**src/hdl/pwmpe_pkg.sv**
```systemverilog
// Purpose: Shared constants and types for the PWM generator block
// Assumes: Register port with one-cycle-late read data
// Notes: Offsets are byte indices on an 8-bit register port
package pwmpe_pkg;
  localparam int DATA_W = 8;
  localparam int ADDR_W = 8;
  localparam int CHAN_N = 8;
  localparam logic [7:0] ADDR_MATCH0 = 8'hf0;
  localparam logic [7:0] ADDR_WRAP = 8'hf8;
  localparam logic [7:0] ADDR_COUNT = 8'hf9;
  localparam logic [7:0] ADDR_CTRL = 8'hfa;
  localparam logic [7:0] ADDR_POL = 8'hfb;
  localparam logic [7:0] ADDR_GATE = 8'hfc;
  localparam logic [7:0] CTRL_RESET = 8'h0c;
  localparam logic [7:0] POL_RESET = 8'h00;
  localparam logic [7:0] GATE_RESET = 8'h00;
  localparam logic [7:0] WRAP_RESET = 8'hff;
  localparam logic [7:0] MATCH_RESET = 8'h00;
  localparam logic [7:0] COUNT_RESET = 8'h00;
  localparam logic [1:0] CTRL_RSVD_ONES = 2'h3;
  localparam int CTRL_DIV_HI = 7;
  localparam int CTRL_DIV_LO = 4;
  localparam int CTRL_CLR_BIT = 1;
  localparam int CTRL_EN_BIT = 0;
  localparam logic [7:0] UNMAPPED_READ = 8'h00;

  typedef struct packed {
    logic wr;
    logic rd;
    logic [7:0] addr;
    logic [7:0] wdata;
  } pwmpe_req_t;

  typedef struct packed {
    logic [3:0] divider_setting;
    logic counter_enable;
  } pwmpe_ctrl_t;
endpackage

```
**src/hdl/pwmpe_channel.sv**
```systemverilog
// Purpose: One PWM output channel: set on match, reset on counter clear
// Assumes: Match is qualified by the counter tick; clear is a wrap match on a tick or a software clear write
// Notes: Output level is the raw state, before polarity and gating
`timescale 1ns/10ps
`default_nettype none
module pwmpe_channel (
  input wire logic i_clk,
  input wire logic i_srst,
  input wire logic i_match,
  input wire logic i_clear,
  output logic o_state
);
  logic st_q, st_d;

  always_comb begin
    st_d = st_q;
    if (i_clear) begin
      st_d = 1'b0;
    end else if (i_match) begin
      st_d = 1'b1;
    end
  end

  always_ff @(posedge i_clk) begin
    if (i_srst) begin
      st_q <= 1'b0;
    end else begin
      st_q <= st_d;
    end
  end

  assign o_state = st_q;
endmodule
`default_nettype wire

```
**src/hdl/pwmpe_prescaler.sv**
```systemverilog
// Purpose: Reloadable 4-bit down-counting prescaler giving counter ticks
// Assumes: Same clock as the register file
// Notes: Tick rate is core clock over 2*(setting+1)
`timescale 1ns/10ps
`default_nettype none
module pwmpe_prescaler (
  input wire logic i_clk,
  input wire logic i_srst,
  input wire logic i_run,
  input wire logic i_reload,
  input wire logic [3:0] i_setting,
  output logic o_tick
);
  logic [3:0] cnt_q, cnt_d;
  logic half_q, half_d;

  always_comb begin
    cnt_d = cnt_q;
    half_d = half_q;
    o_tick = 1'b0;
    if (i_reload) begin
      cnt_d = i_setting;
      half_d = 1'b0;
    end else if (i_run) begin
      half_d = ~half_q; // Fixed divide by 2 ahead of the prescaler
      if (half_q) begin
        if (cnt_q == 4'h0) begin
          cnt_d = i_setting;
          o_tick = 1'b1;
        end else begin
          cnt_d = cnt_q - 4'h1;
        end
      end
    end
  end

  always_ff @(posedge i_clk) begin
    if (i_srst) begin
      cnt_q <= 4'h0;
      half_q <= 1'b0;
    end else begin
      cnt_q <= cnt_d;
      half_q <= half_d;
    end
  end
endmodule
`default_nettype wire

```
**src/hdl/pwmpe_top.sv**
```systemverilog
// Purpose: Eight-channel PWM generator with prescaler, polarity and gating
// Assumes: Single 100 MHz clock, synchronous active-high reset
// Notes: Registers reached over a plain strobe port, read data one cycle late
// Functional notes
// - Divider setting reloads prescaler at zero
// - Tick rate is clock over 2*(setting+1)
// - Control register resets to 0Ch
// - Reserved control bits 3:2 read one
// - Clear zeroes counter, reloads prescaler, clears channel states
// - Enable runs counter; disable holds values
// - Non-inverted match drives output high
// - Every counter clear drives non-inverted outputs low where gate bit is one
// - Invert bit swaps match and clear levels
// - Gate bit zero forces output high
// - Gate bit one passes channel waveform
// - Counter counts up, resets zero, readable
// - Wrap value match clears counter, reset FFh
// - Eight compare values, reset zero
`timescale 1ns/10ps
`default_nettype none
module pwmpe_top #(
  parameter int CHANNELS = pwmpe_pkg::CHAN_N
) (
  input wire logic I_REF_CLK,
  input wire logic I_SRST,
  input wire logic [7:0] I_ADDR,
  input wire logic [7:0] I_WDATA,
  input wire logic I_WR,
  input wire logic I_RD,
  output logic [7:0] O_RDATA,
  output logic [CHANNELS-1:0] O_PWM
);
  pwmpe_pkg::pwmpe_req_t req;
  pwmpe_pkg::pwmpe_ctrl_t ctrl_q, ctrl_d;
  logic [7:0] pol_q, pol_d;
  logic [7:0] gate_q, gate_d;
  logic [7:0] wrap_q, wrap_d;
  logic [7:0] match_q [CHANNELS];
  logic [7:0] match_d [CHANNELS];
  logic [7:0] count_q, count_d;
  logic [7:0] rdata_q, rdata_d;
  logic [CHANNELS-1:0] pwm_q, pwm_d;
  logic [CHANNELS-1:0] state;
  logic sw_clear;
  logic tick;
  logic wrap_hit;
  logic cnt_clear;

  assign req = '{wr: I_WR, rd: I_RD, addr: I_ADDR, wdata: I_WDATA};

  // Clear is a write-only pulse, never stored
  assign sw_clear = req.wr && (req.addr == pwmpe_pkg::ADDR_CTRL) &&
                    req.wdata[pwmpe_pkg::CTRL_CLR_BIT];

  always_comb begin
    ctrl_d = ctrl_q;
    pol_d = pol_q;
    gate_d = gate_q;
    wrap_d = wrap_q;
    for (int i = 0; i < CHANNELS; i++) begin
      match_d[i] = match_q[i];
    end
    if (req.wr) begin
      case (req.addr)
        pwmpe_pkg::ADDR_CTRL: begin
          ctrl_d.divider_setting =
            req.wdata[pwmpe_pkg::CTRL_DIV_HI:pwmpe_pkg::CTRL_DIV_LO];
          ctrl_d.counter_enable = req.wdata[pwmpe_pkg::CTRL_EN_BIT];
        end
        pwmpe_pkg::ADDR_POL: pol_d = req.wdata;
        pwmpe_pkg::ADDR_GATE: gate_d = req.wdata;
        pwmpe_pkg::ADDR_WRAP: wrap_d = req.wdata;
        default: begin
          for (int i = 0; i < CHANNELS; i++) begin
            if (req.addr == pwmpe_pkg::ADDR_MATCH0 + 8'(i)) begin
              match_d[i] = req.wdata;
            end
          end
        end
      endcase
    end
  end

  always_ff @(posedge I_REF_CLK) begin
    if (I_SRST) begin
      ctrl_q.divider_setting <=
        pwmpe_pkg::CTRL_RESET[pwmpe_pkg::CTRL_DIV_HI:pwmpe_pkg::CTRL_DIV_LO];
      ctrl_q.counter_enable <=
        pwmpe_pkg::CTRL_RESET[pwmpe_pkg::CTRL_EN_BIT];
      pol_q <= pwmpe_pkg::POL_RESET;
      gate_q <= pwmpe_pkg::GATE_RESET;
      wrap_q <= pwmpe_pkg::WRAP_RESET;
      for (int i = 0; i < CHANNELS; i++) begin
        match_q[i] <= pwmpe_pkg::MATCH_RESET;
      end
    end else begin
      ctrl_q <= ctrl_d;
      pol_q <= pol_d;
      gate_q <= gate_d;
      wrap_q <= wrap_d;
      for (int i = 0; i < CHANNELS; i++) begin
        match_q[i] <= match_d[i];
      end
    end
  end

  // New divider takes effect from the write cycle onward
  pwmpe_prescaler u_presc (
    .i_clk(I_REF_CLK),
    .i_srst(I_SRST),
    .i_run(ctrl_q.counter_enable),
    .i_reload(sw_clear),
    .i_setting(ctrl_d.divider_setting),
    .o_tick(tick)
  );

  // Wrap match clears on a tick; free-running overflow only rolls the count over
  assign wrap_hit = tick && (count_q == wrap_q);
  assign cnt_clear = sw_clear || wrap_hit;

  always_comb begin
    count_d = count_q;
    if (sw_clear) begin
      count_d = pwmpe_pkg::COUNT_RESET;
    end else if (tick) begin
      if (wrap_hit) begin
        count_d = pwmpe_pkg::COUNT_RESET;
      end else begin
        count_d = count_q + 8'h01;
      end
    end
  end

  always_ff @(posedge I_REF_CLK) begin
    if (I_SRST) begin
      count_q <= pwmpe_pkg::COUNT_RESET;
    end else begin
      count_q <= count_d;
    end
  end

  genvar g;
  generate
    for (g = 0; g < CHANNELS; g++) begin : g_chan
      pwmpe_channel u_chan (
        .i_clk(I_REF_CLK),
        .i_srst(I_SRST),
        .i_match(tick && (count_q == match_q[g])),
        .i_clear(cnt_clear),
        .o_state(state[g])
      );
      always_comb begin
        if (!gate_q[g]) begin
          pwm_d[g] = 1'b1;
        end else begin
          pwm_d[g] = state[g] ^ pol_q[g];
        end
      end
    end
  endgenerate

  always_ff @(posedge I_REF_CLK) begin
    if (I_SRST) begin
      pwm_q <= '1;
    end else begin
      pwm_q <= pwm_d;
    end
  end

  assign O_PWM = pwm_q;

  always_comb begin
    rdata_d = pwmpe_pkg::UNMAPPED_READ;
    if (req.rd) begin
      case (req.addr)
        pwmpe_pkg::ADDR_CTRL:
          rdata_d = {ctrl_q.divider_setting, pwmpe_pkg::CTRL_RSVD_ONES,
                     1'b0, ctrl_q.counter_enable};
        pwmpe_pkg::ADDR_POL: rdata_d = pol_q;
        pwmpe_pkg::ADDR_GATE: rdata_d = gate_q;
        pwmpe_pkg::ADDR_WRAP: rdata_d = wrap_q;
        pwmpe_pkg::ADDR_COUNT: rdata_d = count_q;
        default: begin
          for (int i = 0; i < CHANNELS; i++) begin
            if (req.addr == pwmpe_pkg::ADDR_MATCH0 + 8'(i)) begin
              rdata_d = match_q[i];
            end
          end
        end
      endcase
    end
  end

  always_ff @(posedge I_REF_CLK) begin
    if (I_SRST) begin
      rdata_q <= pwmpe_pkg::UNMAPPED_READ;
    end else begin
      rdata_q <= rdata_d;
    end
  end

  assign O_RDATA = rdata_q;
endmodule
`default_nettype wire

```
**config.mk**
```make
export PLATFORM = sky130hd
export DESIGN_NAME = pwmpe_top
export DESIGN_NICKNAME = d
export VERILOG_FILES = /design/src/hdl/pwmpe_pkg.sv /design/src/hdl/pwmpe_channel.sv /design/src/hdl/pwmpe_prescaler.sv /design/src/hdl/pwmpe_top.sv
export SDC_FILE = /design/constraint.sdc
export NUM_CORES = 1
export LEC_CHECK = 0
export ABC_AREA = 1
export BUFFER_PORTS_ARGS = -buffer_cell sky130_fd_sc_hd__buf_4
export CORE_ASPECT_RATIO = 1.4
export CORE_MARGIN = 2
export CORE_UTILIZATION = 35
export DETAILED_ROUTE_END_ITERATION = 10
export GPL_ROUTABILITY_DRIVEN = 0
export MAX_ROUTING_LAYER = met4
export SLEW_MARGIN = 10
export SYNTH_ARGS = -nofsm -noshare
export SYNTH_HDL_FRONTEND = slang
export SYNTH_SLANG_ARGS = --single-unit
export TNS_END_PERCENT = 5
```
**constraint.sdc**
```tcl
create_clock -name I_REF_CLK -period 2.25 [get_ports I_REF_CLK]
set_input_delay 0.45 -clock I_REF_CLK [delete_from_list [all_inputs] [get_ports I_REF_CLK]]
set_output_delay 0.45 -clock I_REF_CLK [all_outputs]
set_load 0.01 [all_outputs]
```
# Yosys cells after proc, flatten, opt, wreduce, memory -nomap -nowiden
# Memory sizes are Yosys's and may differ from the RTL's.
# Cells that the tools add are included.
# W data, S select, Z words.
[totals] in_bits=20 wordCells=149 output_inout_bits=16 register_bits=66 mem_bits_rw=64 n_memories=1
[memory_table] name="match_q" words=8 width=8 read_ports=8 rd_ports_with_merged_regs=0 wr=8 line="pwmpe_top.sv:38" rtl="logic [7:0] match_q [CHANNELS];"
[op_classes] muxes=41 n_eq_ne=22 add_sub_neg=2 n_reduce_logical=32 bitwise=26
[ops] op="$mux W8" count=25
[ops] op="$mux W64" count=2
[ops] op="$eq A8 B8 Y1 const B" count=13
[ops] op="$eq A8 B8 Y1" count=9
[ops] op="$pmux W8 S5" count=1
[ops] op="$reduce_or A2 Y1" count=11
[ops] op="$mux W4" count=4
[ops] op="$logic_and A1 B1 Y1" count=11
[ops] op="$mux W5" count=2
[ops] op="$not A1 Y1" count=10
[ops] op="$reduce_and A2 Y1" count=5
[ops] op="$add A8 B1 Y8 const B" count=1
[ops] op="$or A1 B1 Y1" count=8
[ops] op="$xor A1 B1 Y1" count=8
[ops] op="$mux W1" count=7
[ops] op="$logic_not A4 Y1" count=1
[ops] op="$reduce_bool A2 Y1" count=2
[ops] op="$reduce_or A4 Y1" count=1
[ops] op="$sub A4 B1 Y4 const B" count=1
[ops] op="$logic_or A1 B1 Y1" count=1

# Logic depth before layout (Yosys ltp)
[logic_depth] word_depth=10 depth_mapped=11 depth_no_buf=11

# By module
# From an unflattened synthesis, not the netlist that was laid out.
[hier_totals] cells_unflattened=977 area_unflattened_um2=6787.8
[by_module_without_submodules] mod="pwmpe_top" area_per_inst_um2=6135.9 seq_area_each_um2=2342.2 n_inst=1 cells_each=877
[by_module_without_submodules] mod="pwmpe_prescaler" area_per_inst_um2=341.6 seq_area_each_um2=100.1 n_inst=1 cells_each=52
[by_module_without_submodules] mod="pwmpe_channel" area_per_inst_um2=38.8 seq_area_each_um2=20.0 n_inst=8 cells_each=6

# Worst setup path before layout
# OpenSTA, ideal clock, no wires.
[synth_path] path_type="input to register" startpoint="input I_ADDR[7]" endpoint="memory match_q[0][7]" t_required_ns=2.118 setup_ns=0.132 slack_ns=0.360 path_stages=8 t_arrival_ns=1.758 n_path_buf=0 cell_sequence="nand2_1 nor2_4 nand3_2 inv_2 nor3_4 nand3_1 nand2_1 a21oi_1"
[synth_rtl] element="start: declaration" line="pwmpe_top.sv:26" rtl="input wire logic [7:0] I_ADDR,"
[synth_rtl] element="end: declaration" line="pwmpe_top.sv:38"

==> run_results.csv <==
group,metric,value,unit
synth,synth_area,6830,µm²
clock_network,cts_tree,"built",
final_layout,area_growth,18.3,%
setup_path,timing.rr.end,"g_chan[5].u_chan.o_state",
final_layout,final_nets,1049,
clock_network,post-cts-setup-buffers,0,
synth,synth-async-reset-ratio,0,%
sta,hold_violations,0,
synth,postSynthAreaPerCell,6.96,µm²
placed_design,portBuffers,35,
clock_network,cts_made_buffers,17,
placed_design,dp_hpwl,15900,µm
synth,synth_cells,981,
placed_design,dpl_worst_slack,-0.357,ns
setup_path,path_max_fanout,12,
synth,ys.flop_type,"dfxtp_1",
sta,fin_crit,2.05,ns
setup_path,required,2.53,ns
sta,fin_ws,0.195,ns
sta,fin_worst_skew,0.0115,ns
sta,slew_headroom,47.1,%
clock_network,cts_sinks,130,
min_path,hold_depth,3,
floorplan,start_util,35.7,%
min_path,worstHoldEndpoint,"O_RDATA[1]",
setup_path,cp.arrival,2.34,ns
sta,setup_viol,0,
setup_path,cp-start-kind,"input port",
global_route,grt_pass1_wl,34500,µm
setup_path,reg2reg_from,"u_presc.cnt_q[0]",
floorplan,dieArea,20600,µm²
drt,routedWlPerCell,17.4,µm
run_status,outcome,"finished, final reports clean",
pwr,ir_drop,478,µV
synth,synth-seq-area-share,38.1,%
global_route,grt_util_all_layers,22.9,%
clock_network,cts_root_buf,"clkbuf_16",
synth,yosysWarnings,0,
sta,max_freq,487,MHz
synth,ys_seq_elements,130,
sta,slew_viol_final,0,
drt,drt_iter0_drc,546,
sta,period_share,91.3,%
floorplan,core-area,19100,µm²
drt,viasPerCell,5.08,
final_layout,diodes,0,
setup_path,worst-r2r-cell-count,8,
clock_network,clk_latency,0.43,ns
synth,synthDistinctLibCells,36,
drt,vias,6535,
min_path,min_from,"I_RD",
setup_path,path_class,"in2reg",
sta,tightest_slew,0.791,ns
floorplan,die_y,169,µm
floorplan,die_w,122,µm
setup_path,r2r_slack,0.31,ns
setup_path,critPathCaptureType,"register",
pwr,power_density,662,nW/µm²
floorplan,placementRows,60,
clock_network,post_cts_resized,0,
global_route,grt_overflow,0,
final_layout,drive_gt1_share,12.2,%
job,max_cap_violations,0,
global_route,grt_max_degree,39,
global_route,antenna_found_initial,0,
clock_network,h-tree-depth,4,
drt,final_antenna_net_count,0,
clock_network,clockBufferDepth,2,
drt,dr.pass1.iters,5,
drt,route.detailed.drc,0,
drt,routed_wl,22400,µm
clock_network,hold_buffers,0,
final_layout,nFillCells,2018,
synth,syn_nets,1004,
clock_network,clk_pin_slew_worst_paths,0.06,ns
sta,fin_tns_setup,0,ns
pwr,p_leak,3.49,nW
synth,synth_edf_count,0,
floorplan,pin_count,36,
global_route,grt_pass1_vias,6271,
min_path,hold_class,"in2reg",
sta,rsz0062_at_grt,"no",
pwr,power,5.34,mW
worst max-delay path, stage by stage:
cell and delay [ns]:
buf_4 0.11, nand2_1 0.10, nor2_4 0.09, nand3_1 0.09
nand2_1 0.13, nor3_4 0.70, nand3_1 0.42, nand2_1 0.16
a21oi_1 0.07
cell usage in the layout, fill, tap and decap left out, types with 38 or more instances in the layout:
cell type and n:
a21oi_1 68, buf_4 74, dfxtp_1 130, inv_1 104, nand2_1 210, nand3_1 53, nand4_1 51, nor2_1 137
o21ai_0 38, xor2_1 43
cells by family (layout without fill, tap and decap cells):
group                      Yosys count  count (layout)  synth area share [%]
AOI/OAI and AO/OA                  130             130                  10.3
xor gates and xnor gates            77              77                  9.88
adders and majority gates            3               3                 0.550
buffers and inverters              157             214                  9.28
DFF                                130             130                  38.1
and+or+nand+nor                    484             485                  31.8
stage by stage:
step | util [%] | hold WS, ns | cells | cell area [µm²]
3_3_place_gp | 39.0 | 0.395 | 1254 | 7460
2_1_floorplan | - | 0.384 | 981 | 6830
6_report | 42.2 | 0.341 | 1287 | 8070
4_1_cts | 42.1 | 0.329 | 1286 | 8060
5_1_grt | 42.2 | 0.336 | 1287 | 8070
3_5_place_dp | 39.0 | 0.393 | 1254 | 7460
registers in the layout, indices dropped and copies added (netlist names):
| register | cells |
|---|---|
| O_PWM | 8 |
| g_chan.u_chan.o_state | 8 |
| gate_q | 8 |
| pol_q | 8 |
| ctrl_q | 5 |
| O_RDATA | 8 |
| u_presc.cnt_q | 4 |
| match_q | 64 |
| count_q | 8 |
| wrap_q | 8 |
| u_presc.half_q | 1 |
how the worst max path moves through the flow:
stage                          endpoint       from
after global placement    match_q[0][0]  I_ADDR[7]
final                     match_q[0][2]  I_ADDR[7]
after CTS                 match_q[0][2]  I_ADDR[7]
after floorplan           match_q[0][7]  I_ADDR[7]
after detailed placement  match_q[0][2]  I_ADDR[7]
after global routing      match_q[0][0]  I_ADDR[7]
per-layer routing:
metal  part of all wire [%]  GRT usage (%)  wire [µm]
met2                     50           38.3      11100
met3                    4.7           3.70       1050
met5                      0              -          0
met1                     41           26.5       9140
met4                    4.7           11.3       1050
final cells by class:
type	count	area (µm²)	share of cell area (%)
clock buffer	21	470	5.83
multi-input combinational	695	3600	44.6
clock inverter	11	128	1.58
timing repair buffer	74	556	6.88
inverter	108	405	5.02
tap	248	310	3.84
sequential	130	2600	32.2
synth_stat cells, drive strengths merged (2+ instances only):
cell type	number	area (µm²)
nand3	60	365
clkbuf	31	116
xor2	43	377
nor3	6	41.3
ha	3	37.5
buf	18	111
nand4	52	332
or2	3	18.8
o21ai	38	190
o21a	2	15.0
a21oi	68	340
nor2	141	549
inv	107	402
nor4	8	50.1
nand2	211	795
xnor2	34	298
o22ai	3	18.8
nand3b	2	15.0
dfxtp	130	2600
a211oi	9	67.6
o211ai	8	60.1
where the power goes:
| group | internal, mW | switching (mW) |
|---|---|---|
| clock | 1.72 | 1.09 |
| sequential | 2.31 | 0.00338 |
| combinational | 0.0566 | 0.167 |
| total | 4.09 | 1.26 |
(Power assumes the default switching activity.)
